### config.mk
export PLATFORM = sky130hd
export DESIGN_NAME = rfp_prescaler
export DESIGN_NICKNAME = d
export VERILOG_FILES = /design/src/rtl/rfp_pkg.sv /design/src/rtl/rfp_prescaler.sv /design/src/rtl/rfp_seconds.sv /design/src/rtl/rfp_stretch_match.sv
export VERILOG_INCLUDE_DIRS = /design/src /design/src/rtl
export SDC_FILE = /design/constraint.sdc
export NUM_CORES = 1
export LEC_CHECK = 0
export ABC_AREA = 0
export BUFFER_PORTS_ARGS = -buffer_cell sky130_fd_sc_hd__buf_2
export CORE_MARGIN = 2
export CORE_UTILIZATION = 49
export CTS_BUF_LIST = sky130_fd_sc_hd__clkbuf_4 sky130_fd_sc_hd__clkbuf_8
export CTS_CLUSTER_DIAMETER = 150
export DETAILED_ROUTE_END_ITERATION = 12
export PLACE_DENSITY_LB_ADDON = 0.15
export REMOVE_ABC_BUFFERS = 1
export SETUP_SLACK_MARGIN = 0.1
export SYNTH_ARGS = -nofsm -noshare
export SYNTH_HDL_FRONTEND = slang
export SYNTH_SLANG_ARGS = --single-unit
### constraint.sdc
create_clock -name clk -period 2.7 [get_ports clk]
set_input_delay 0.135 -clock clk [delete_from_list [all_inputs] [get_ports clk]]
set_output_delay 0.135 -clock clk [all_outputs]
set_load 0.02 [all_outputs]
### src/rtl/rfp_params.svh
// What this block does
// - Fractional divider yields 32768 ticks per second
// - 13-bit integer and 15-bit fraction counters
// - Integer register bits 12:0, reset zero, RW
// - Fraction register bits 14:0, reset zero, RW
// - Tick lasts integer+1 clocks, stretched one more
// - Combinational logic decides each cycle's stretch
// - Fraction bit 14 stretches odd fraction counts
// - Bit k matches lowest set bit 14-k
// - Zero fraction gives equal ticks, else even spread
// - Time advances only while clock runs
// - Seconds count 0..59, wrap enables minutes
`ifndef RFP_PARAMS_SVH
`define RFP_PARAMS_SVH

// ****************************************
// Register map and fields
// ****************************************
`define RFP_ADDR_W          32
`define RFP_OFF_INT         32'he0024080
`define RFP_OFF_FRAC        32'he0024084
`define RFP_INT_W           13
`define RFP_FRAC_W          15
`define RFP_INT_RST         13'h0000
`define RFP_FRAC_RST        15'h0000

// ****************************************
// Counting constants
// ****************************************
`define RFP_TICKS_PER_SEC   32768
`define RFP_TICK_CNT_W      15
`define RFP_SEC_W           6
`define RFP_SEC_MAX         6'h3b

`endif

### src/rtl/rfp_pkg.sv
// ****************************************
// Shared types
// ****************************************
package rfp_pkg;
    // Divider phase: counting down or in the stretch clock
    typedef enum logic [0:0]
    {
        RFP_COUNT   = 1'b0,
        RFP_STRETCH = 1'b1
    } rfp_phase_type;
endpackage : rfp_pkg

### src/rtl/rfp_prescaler.sv
// Chosen here: the plain strobed port.
`timescale 1ns/100ps
`include "rfp_params.svh"
// ****************************************
// Fractional RTC prescaler top
// ****************************************
module rfp_prescaler
    import rfp_pkg::*;
#(
    parameter int INT_W  = `RFP_INT_W,
    parameter int FRAC_W = `RFP_FRAC_W
)
(
    // Clock and reset
    input  wire logic                     clk,
    input  wire logic                     rst_b,
    // Register port
    input  wire logic [`RFP_ADDR_W-1:0]   reg_addr,
    input  wire logic [31:0]              reg_wdata,
    input  wire logic                     reg_wr,
    input  wire logic                     reg_rd,
    output logic      [31:0]              reg_rdata,
    // Time keeping outputs
    output logic                          ref_tick,
    output logic                          sec_tick,
    output logic [`RFP_TICK_CNT_W-1:0]    tick_count_q,
    output logic [`RFP_SEC_W-1:0]         seconds,
    output logic                          min_en
);
    // ****************************************
    // Registers
    // ****************************************
    logic [INT_W-1:0]  prescale_integer_q;   // Integer prescale
    logic [FRAC_W-1:0] prescale_fraction_q;  // Fraction prescale
    logic [INT_W-1:0]  int_count_q;          // Integer down-counter
    logic [FRAC_W-1:0] frac_count_q;         // Fraction counter
    rfp_phase_type     phase_q;              // Count or stretch
    logic              stretch;              // Stretch this cycle
    logic              tick_d;               // Tick completes now

    // ****************************************
    // Address decode
    // ****************************************
    // True when the bus address names the given register
    function automatic logic addr_hit(input logic [`RFP_ADDR_W-1:0] addr,
                                      input logic [`RFP_ADDR_W-1:0] offset);
        return (addr == offset);
    endfunction : addr_hit

    // Register writes
    always_ff @(posedge clk or negedge rst_b)
    begin
        if (!rst_b)
        begin
            prescale_integer_q  <= `RFP_INT_RST;
            prescale_fraction_q <= `RFP_FRAC_RST;
        end
        else if (reg_wr)
        begin
            if (addr_hit(reg_addr, `RFP_OFF_INT))
            begin
                prescale_integer_q <= reg_wdata[INT_W-1:0];
            end
            if (addr_hit(reg_addr, `RFP_OFF_FRAC))
            begin
                prescale_fraction_q <= reg_wdata[FRAC_W-1:0];
            end
        end
    end

    // Read data one cycle after strobe, unmapped reads zero
    always_ff @(posedge clk or negedge rst_b)
    begin
        if (!rst_b)
        begin
            reg_rdata <= '0;
        end
        else if (reg_rd)
        begin
            if (addr_hit(reg_addr, `RFP_OFF_INT))
            begin
                reg_rdata <= {{(32-INT_W){1'b0}}, prescale_integer_q};
            end
            else if (addr_hit(reg_addr, `RFP_OFF_FRAC))
            begin
                reg_rdata <= {{(32-FRAC_W){1'b0}}, prescale_fraction_q};
            end
            else
            begin
                reg_rdata <= '0;
            end
        end
        else
        begin
            reg_rdata <= '0;
        end
    end

    // ****************************************
    // Divider
    // ****************************************
    rfp_stretch_match #(.FRAC_W(FRAC_W)) u_match
    (
        .frac_value (prescale_fraction_q),
        .frac_count (frac_count_q),
        .stretch    (stretch)
    );

    // Tick completes at count zero, unless a stretch clock is owed
    assign tick_d = (phase_q == RFP_STRETCH) ||
                    ((int_count_q == '0) && !stretch);

    // Integer counter and phase; runs only on clk edges
    always_ff @(posedge clk or negedge rst_b)
    begin
        if (!rst_b)
        begin
            int_count_q <= '0;
            phase_q     <= RFP_COUNT;
        end
        else if (tick_d)
        begin
            int_count_q <= prescale_integer_q;
            phase_q     <= RFP_COUNT;
        end
        else if (int_count_q == '0)
        begin
            phase_q <= RFP_STRETCH;
        end
        else
        begin
            int_count_q <= int_count_q - 1'b1;
        end
    end

    // Fraction counter advances per tick, wrapping
    always_ff @(posedge clk or negedge rst_b)
    begin
        if (!rst_b)
        begin
            frac_count_q <= '0;
        end
        else if (tick_d)
        begin
            frac_count_q <= frac_count_q + 1'b1;
        end
    end

    // Registered tick pulse
    always_ff @(posedge clk or negedge rst_b)
    begin
        if (!rst_b)
        begin
            ref_tick <= 1'b0;
        end
        else
        begin
            ref_tick <= tick_d;
        end
    end

    // Clock tick counter, one-second enable on wrap
    always_ff @(posedge clk or negedge rst_b)
    begin
        if (!rst_b)
        begin
            tick_count_q <= '0;
        end
        else if (ref_tick)
        begin
            tick_count_q <= tick_count_q + 1'b1;
        end
    end

    assign sec_tick = ref_tick && (&tick_count_q);

    rfp_seconds u_sec
    (
        .clk       (clk),
        .rst_b     (rst_b),
        .sec_en    (sec_tick),
        .seconds_q (seconds),
        .min_en    (min_en)
    );

    // ****************************************
    // Checks
    // ****************************************
    AST_TICK_RELOAD: assert property (@(posedge clk) disable iff (!rst_b)
        tick_d |=> int_count_q == $past(prescale_integer_q))
        else $error("integer counter not reloaded");
    AST_FRAC_ADV: assert property (@(posedge clk) disable iff (!rst_b)
        tick_d |=> frac_count_q == $past(frac_count_q) + 15'h0001)
        else $error("fraction counter did not advance");
    AST_HOLD_FRAC: assert property (@(posedge clk) disable iff (!rst_b)
        !tick_d |=> $stable(frac_count_q))
        else $error("fraction counter moved without tick");
    AST_STRETCH_ONE: assert property (@(posedge clk) disable iff (!rst_b)
        phase_q == RFP_STRETCH |=> phase_q == RFP_COUNT)
        else $error("stretch longer than one clock");
    // Stretch entry is decided on the fraction seen one edge earlier
    AST_NO_STRETCH_ZERO: assert property (@(posedge clk) disable iff (!rst_b)
        $past(prescale_fraction_q) == '0 |-> phase_q == RFP_COUNT)
        else $error("stretch with zero fraction");
    AST_BIT14: assert property (@(posedge clk) disable iff (!rst_b)
        prescale_fraction_q[FRAC_W-1] && frac_count_q[0] |-> stretch)
        else $error("bit 14 stretch missing");
    AST_BIT13: assert property (@(posedge clk) disable iff (!rst_b)
        frac_count_q[1:0] == 2'h2 |-> stretch == prescale_fraction_q[FRAC_W-2])
        else $error("bit 13 match wrong");
    AST_SEC_EN: assert property (@(posedge clk) disable iff (!rst_b)
        sec_tick |=> tick_count_q == '0)
        else $error("second enable not at wrap");
    AST_RD_INT: assert property (@(posedge clk) disable iff (!rst_b)
        reg_rd && reg_addr == `RFP_OFF_INT |=> reg_rdata[31:INT_W] == '0)
        else $error("integer reserved bits nonzero");

    COV_TICK: cover property (@(posedge clk) disable iff (!rst_b) ref_tick);
    COV_STRETCH: cover property (@(posedge clk) disable iff (!rst_b)
        phase_q == RFP_STRETCH);
    COV_SEC: cover property (@(posedge clk) disable iff (!rst_b) sec_tick);
    COV_RD_INT: cover property (@(posedge clk) disable iff (!rst_b)
        reg_rd && addr_hit(reg_addr, `RFP_OFF_INT));

    // ****************************************
    // Register port checks
    // ****************************************
    // Integer write lands one edge later
    AST_INT_LOAD: assert property (@(posedge clk) disable iff (!rst_b)
        reg_wr && addr_hit(reg_addr, `RFP_OFF_INT) |=>
        prescale_integer_q == $past(reg_wdata[INT_W-1:0]))
        else $error("integer register write lost");
    // Fraction write lands one edge later
    AST_FRAC_LOAD: assert property (@(posedge clk) disable iff (!rst_b)
        reg_wr && addr_hit(reg_addr, `RFP_OFF_FRAC) |=>
        prescale_fraction_q == $past(reg_wdata[FRAC_W-1:0]))
        else $error("fraction register write lost");
    // Integer register holds without its write
    AST_INT_HOLD: assert property (@(posedge clk) disable iff (!rst_b)
        !(reg_wr && addr_hit(reg_addr, `RFP_OFF_INT)) |=> $stable(prescale_integer_q))
        else $error("integer register changed unwritten");
    // Fraction register holds without its write
    AST_FRAC_HOLD: assert property (@(posedge clk) disable iff (!rst_b)
        !(reg_wr && addr_hit(reg_addr, `RFP_OFF_FRAC)) |=> $stable(prescale_fraction_q))
        else $error("fraction register changed unwritten");
    // Fraction reserved bits read zero
    AST_RD_FRAC: assert property (@(posedge clk) disable iff (!rst_b)
        reg_rd && addr_hit(reg_addr, `RFP_OFF_FRAC) |=> reg_rdata[31:FRAC_W] == '0)
        else $error("fraction reserved bit nonzero");
    // Integer read returns the stored value
    AST_RD_INT_VAL: assert property (@(posedge clk) disable iff (!rst_b)
        reg_rd && addr_hit(reg_addr, `RFP_OFF_INT) |=>
        reg_rdata[INT_W-1:0] == $past(prescale_integer_q))
        else $error("integer read value wrong");
    // Fraction read returns the stored value
    AST_RD_FRAC_VAL: assert property (@(posedge clk) disable iff (!rst_b)
        reg_rd && addr_hit(reg_addr, `RFP_OFF_FRAC) |=>
        reg_rdata[FRAC_W-1:0] == $past(prescale_fraction_q))
        else $error("fraction read value wrong");
    // Read data is zero outside its one cycle
    AST_RD_IDLE: assert property (@(posedge clk) disable iff (!rst_b)
        !reg_rd |=> reg_rdata == '0)
        else $error("read data outside its cycle");
    // Unmapped reads return zero
    AST_RD_UNMAPPED: assert property (@(posedge clk) disable iff (!rst_b)
        reg_rd && !addr_hit(reg_addr, `RFP_OFF_INT) && !addr_hit(reg_addr, `RFP_OFF_FRAC)
        |=> reg_rdata == '0)
        else $error("unmapped read nonzero");

    // ****************************************
    // Divider checks
    // ****************************************
    // Counting down one per clock mid period
    AST_COUNT_DOWN: assert property (@(posedge clk) disable iff (!rst_b)
        phase_q == RFP_COUNT && int_count_q != '0 |=>
        int_count_q == $past(int_count_q) - 1'b1)
        else $error("integer counter did not count down");
    // No tick in the middle of a period
    AST_NO_TICK_MID: assert property (@(posedge clk) disable iff (!rst_b)
        phase_q == RFP_COUNT && int_count_q != '0 |-> !tick_d)
        else $error("tick in mid period");
    // An owed stretch enters the extra clock
    AST_ENTER_STRETCH: assert property (@(posedge clk) disable iff (!rst_b)
        phase_q == RFP_COUNT && int_count_q == '0 && stretch |=> phase_q == RFP_STRETCH)
        else $error("stretch clock not inserted");
    // The extra clock sits at count zero and ends the period
    AST_STRETCH_END: assert property (@(posedge clk) disable iff (!rst_b)
        phase_q == RFP_STRETCH |-> int_count_q == '0 && tick_d)
        else $error("stretch clock misplaced");
    // Fraction count zero never stretches
    AST_ZERO_COUNT: assert property (@(posedge clk) disable iff (!rst_b)
        frac_count_q == '0 |-> !stretch)
        else $error("stretch at fraction count zero");
    // Bit 12 matches counts ending in binary 100
    AST_BIT12: assert property (@(posedge clk) disable iff (!rst_b)
        frac_count_q[2:0] == 3'h4 |-> stretch == prescale_fraction_q[FRAC_W-3])
        else $error("bit 12 match wrong");
    // Fraction counter wraps at its width
    AST_FRAC_WRAP: assert property (@(posedge clk) disable iff (!rst_b)
        tick_d && (&frac_count_q) |=> frac_count_q == '0)
        else $error("fraction counter did not wrap");

    // ****************************************
    // Tick and time checks
    // ****************************************
    // Output tick follows the period end by one clock
    AST_TICK_PULSE: assert property (@(posedge clk) disable iff (!rst_b)
        1'b1 |=> ref_tick == $past(tick_d))
        else $error("tick pulse misplaced");
    // Tick counter counts each tick
    AST_TICK_CNT: assert property (@(posedge clk) disable iff (!rst_b)
        ref_tick |=> tick_count_q == $past(tick_count_q) + 15'h0001)
        else $error("tick counter missed a tick");
    // Second enable only at the last tick
    AST_SEC_ONLY_WRAP: assert property (@(posedge clk) disable iff (!rst_b)
        sec_tick |-> (&tick_count_q))
        else $error("second enable early");
    // Minutes enable only with a second at 59
    AST_MIN_EN: assert property (@(posedge clk) disable iff (!rst_b)
        min_en |-> sec_tick && seconds == `RFP_SEC_MAX)
        else $error("minutes enable misplaced");
endmodule : rfp_prescaler

### src/rtl/rfp_seconds.sv
`timescale 1ns/100ps
`include "rfp_params.svh"
// ****************************************
// Seconds counter
// ****************************************
module rfp_seconds
    import rfp_pkg::*;
(
    // Clock and reset
    input  wire logic                  clk,
    input  wire logic                  rst_b,
    // Enable
    input  wire logic                  sec_en,
    // Outputs
    output logic [`RFP_SEC_W-1:0]      seconds_q,
    output logic                       min_en
);
    // Count 0..59 and wrap
    always_ff @(posedge clk or negedge rst_b)
    begin
        if (!rst_b)
        begin
            seconds_q <= '0;
        end
        else if (sec_en)
        begin
            seconds_q <= (seconds_q == `RFP_SEC_MAX) ? '0 : seconds_q + 6'h01;
        end
    end

    // Minutes enable on wrap
    assign min_en = sec_en && (seconds_q == `RFP_SEC_MAX);

    AST_SEC_WRAP: assert property (@(posedge clk) disable iff (!rst_b)
        sec_en && seconds_q == `RFP_SEC_MAX |=> seconds_q == 6'h00)
        else $error("seconds did not wrap");
endmodule : rfp_seconds

### src/rtl/rfp_stretch_match.sv
`timescale 1ns/100ps
`include "rfp_params.svh"
// ****************************************
// Stretch decision from fraction counter
// ****************************************
module rfp_stretch_match
    import rfp_pkg::*;
#(
    parameter int FRAC_W = `RFP_FRAC_W
)
(
    // Inputs
    input  wire logic [FRAC_W-1:0] frac_value,
    input  wire logic [FRAC_W-1:0] frac_count,
    // Result
    output logic                   stretch
);
    logic                          lower_zero;  // No set bit below position j yet

    // Lowest set bit at position j selects fraction bit FRAC_W-1-j
    always_comb
    begin
        stretch    = 1'b0;
        lower_zero = 1'b1;
        for (int j = 0; j < FRAC_W; j++)
        begin
            if (frac_count[j] && lower_zero)
            begin
                stretch = frac_value[FRAC_W-1-j];
            end
            if (frac_count[j])
            begin
                lower_zero = 1'b0;
            end
        end
    end
endmodule : rfp_stretch_match

==> results.md <==
* Outcome: finished, final reports clean
* Worst Hold Class: in2reg
* Synth Cell Area at 4647 µm²
* Minimum clock period at 2.441 ns
* Post-synth EDFFs at 0
* # DRC at 0
* Least-Margin Pin Slew at 0.6607 ns
* Core ar. at 9240 µm²
* Worst reg2reg path depth at 8
* Final Skew at 0.01184 ns
* Top cells by area, synth: dfrtp_1 (51%), mux2_2 (8.5%), xnor2_1 (4.0%)
* Setup TNS at 0 ns
* Die area at 10280 µm²
* Dpl cells at 630
* First-pass GRT wire length at 15300 µm
* Initial Util at 0.5029
* Yosys warning count at 0
* CTS H-tree lvls at 3
* Maximum fanout along the worst path at 16
* Synth Area in XOR/XNOR at 0.07728
* Unrepaired setup endpoints after global routing: false
* Most common cell after layout, fill and taps aside: dfrtp_1
* WP data required at 2.94 ns
* Mean Syn Cell Area at 11.17 µm²
* Max Clk Rate at 0.4097 GHz
* Min-Delay Path Depth at 3
* Gate Count Post-Synth at 416
* Largest family of logic cells by synthesized area: simple AND/OR/NAND/NOR gates
* Number of global-route vias before repair at 3204
* Fin. Hold Viols at 0
* Initial drt markers at 105
* Final Non-Filler Cells at 652
* Fin area at 5514 µm²
* Leak at 2.765 nW
* Vias at 3355
* Pwr per Cell Area at 558.4 nW/µm²
* Hpwl dp at 6886 µm
* Rows at 35
* Synth-to-layout area growth at 18.66%
* Maximum vdd drop at 319.1 µV
* Die outline width at 101.4 µm
* Tcrit/Tclk final at 0.9039
* TritonRoute pass-1 iters at 4
* CTS tree: built
* Kind of critical path: reg2reg
* Initial antenna violation count at 0
* CP Capture Type: register
* GP Congestion at 0.8296
* Nets@finish at 593
* Async set or reset register ratio after synthesis at 1.000
* GR Util All Layers at 0.1906
* Yosys reg bits at 94
* Top cell type's share of synthesized area at 0.5062
* Die extent in y at 101.4 µm
* Routed length per instance at 14.58 µm
* Max-slew violations at 0
* Post-synthesis adder-cell area fraction at 0.01616
* Multiplexer share of the synthesized area at 0.1174
* Final Util at 0.5968
* Total grt overflow at 0
* # setup viols final at 0
* IO Pins at 124
* CTS Buf Count at 9
* Pwr Total at 3.079 mW
* CP Launch Type: register
* Post-synthesis simple-gate area fraction at 0.1486
* Netlist cell types at 53
* Most frequent cells in the layout: dfrtp_1 (94), buf_2 (88), mux2_2 (35), nor2_1 (33), nand2_1 (27)
* Layout cell share with drive strength beyond 1 at 0.3384
* Total of max-cap violations at 0
* DP Area at 5219 µm²
* Antenna Cells at 0
* CTS Sinks at 94
* Root Buffer: clkbuf_8
* Clk buf depth at 2
* Top_reg_cell synth: dfrtp_1
* Worst path arrival time at 2.68 ns
* Worst-Skew Late Latency at 0.35 ns
* Routed Wire Length at 9509 µm
* Synth Area in Compound Gates at 0.07647
* Yosys top cell by area: dfrtp_1
* Vias/cell at 5.146
* Max-slew headroom at 0.5595
* Clock Pin Slew Worst Setup and Hold Paths at 0.09 ns
* Pin count of the biggest net entering global routing at 53
* DRT antenna net count at 0
* Sequential share of the synthesized area at 0.5062
* I/O Buffers at 89
critical path: stages (launching register included):
cell	delay [ns]
dfrtp_1	0.43
inv_2	0.10
ha_2	0.19
or3b_4	0.42
or2_2	0.31
o22ai_1	0.14
o211ai_2	0.15
nand2_4	0.23
mux2_2	0.36
report_power, final:
group / switching, mW / leakage (nW) / internal [mW]
combinational: 0.388 / 1.41 / 0.296
clock: 0.481 / 0.0911 / 0.421
sequential: 0.0448 / 1.26 / 1.45
total: 0.914 / 2.77 / 2.17
through the flow:
step | setup WS [ns] | hold WS (ns)
3_3_place_gp | 0.1500 | 0.2180
5_1_grt | 0.1435 | 0.003794
6_report | 0.2594 | 0.007808
3_5_place_dp | 0.09730 | 0.2127
4_1_cts | 0.08155 | 0.0004317
2_1_floorplan | 0.009771 | -0.1606
path summary, 6_finish.rpt:
kind                                          end  slack [ns]        startpoint
max                                int_count_q[6]        0.26   frac_count_q[0]
min                        prescale_fraction_q[4]       0.008      reg_wdata[4]
max reg2reg                        int_count_q[6]        0.26   frac_count_q[0]
min reg2reg                      tick_count_q[12]        0.49  tick_count_q[12]
max in group asynchronous  prescale_fraction_q[5]        1.70             rst_b
min in group asynchronous         tick_count_q[6]        0.34             rst_b
sequential cells by signal, indices dropped and copies added (netlist names):
register	count
reg_rdata	15
prescale_fraction_q	15
prescale_integer_q	13
frac_count_q	15
tick_count_q	15
int_count_q	13
ref_tick	1
phase_q	1
u_sec.seconds_q	6
metal layers:
layer	wire length [µm]	global-route usage
met3	344	0.02899
met2	4759	0.3214
met1	4278	0.2534
met4	126	0.06237
met5	0	0
area by class of cell:
| type | count | area [µm²] |
|---|---|---|
| Clock inverter | 6 | 63.81 |
| Fill cell | 785 | 3726 |
| Inverter | 14 | 52.55 |
| Multi-Input combinational cell | 292 | 2131 |
| Sequential cell | 94 | 2352 |
| Tap cell | 129 | 161.4 |
| Timing Repair Buffer | 108 | 629.4 |
| Clock buffer | 9 | 123.9 |
cells by family (layout without fill, tap and decap cells):
family	Yosys count	count (layout)
AO/OA/AOI/OAI	50	50
flip-flops	94	94
adder cells (fa/ha/maj)	6	6
other	1	17
XOR/XNOR	41	41
buffers and inverters	46	137
AND/OR/NAND/NOR	128	128
multiplexers	50	50
cells in the mapped netlist, drive strengths merged (2+ instances only):
cell type,number
nand2b,2
nand4,8
a21oi,17
nor4,8
o31ai,3
dfrtp,94
inv,14
xnor2,21
nand2,28
or4,3
clkbuf,8
a31oi,2
buf,24
nor2,34
a21boi,2
and4,3
mux2,36
a32o,2
mux2i,14
or2,3
nor2b,5
and3,8
o21ai,12
a211oi,4
or3,4
ha,6
nor3,3
xor2,20
nor4b,5
nand3,10
timing repair:
item                       in CTS  in global routing
hold endpoints to repair       52                  2
resized for setup               3                  9
setup endpoints to repair       4                 30
setup buffers                   3                  0
cloned                          0                  0
pin swaps                       1                  0
hold buffers                    2                  2
(Power assumes the default switching activity.)
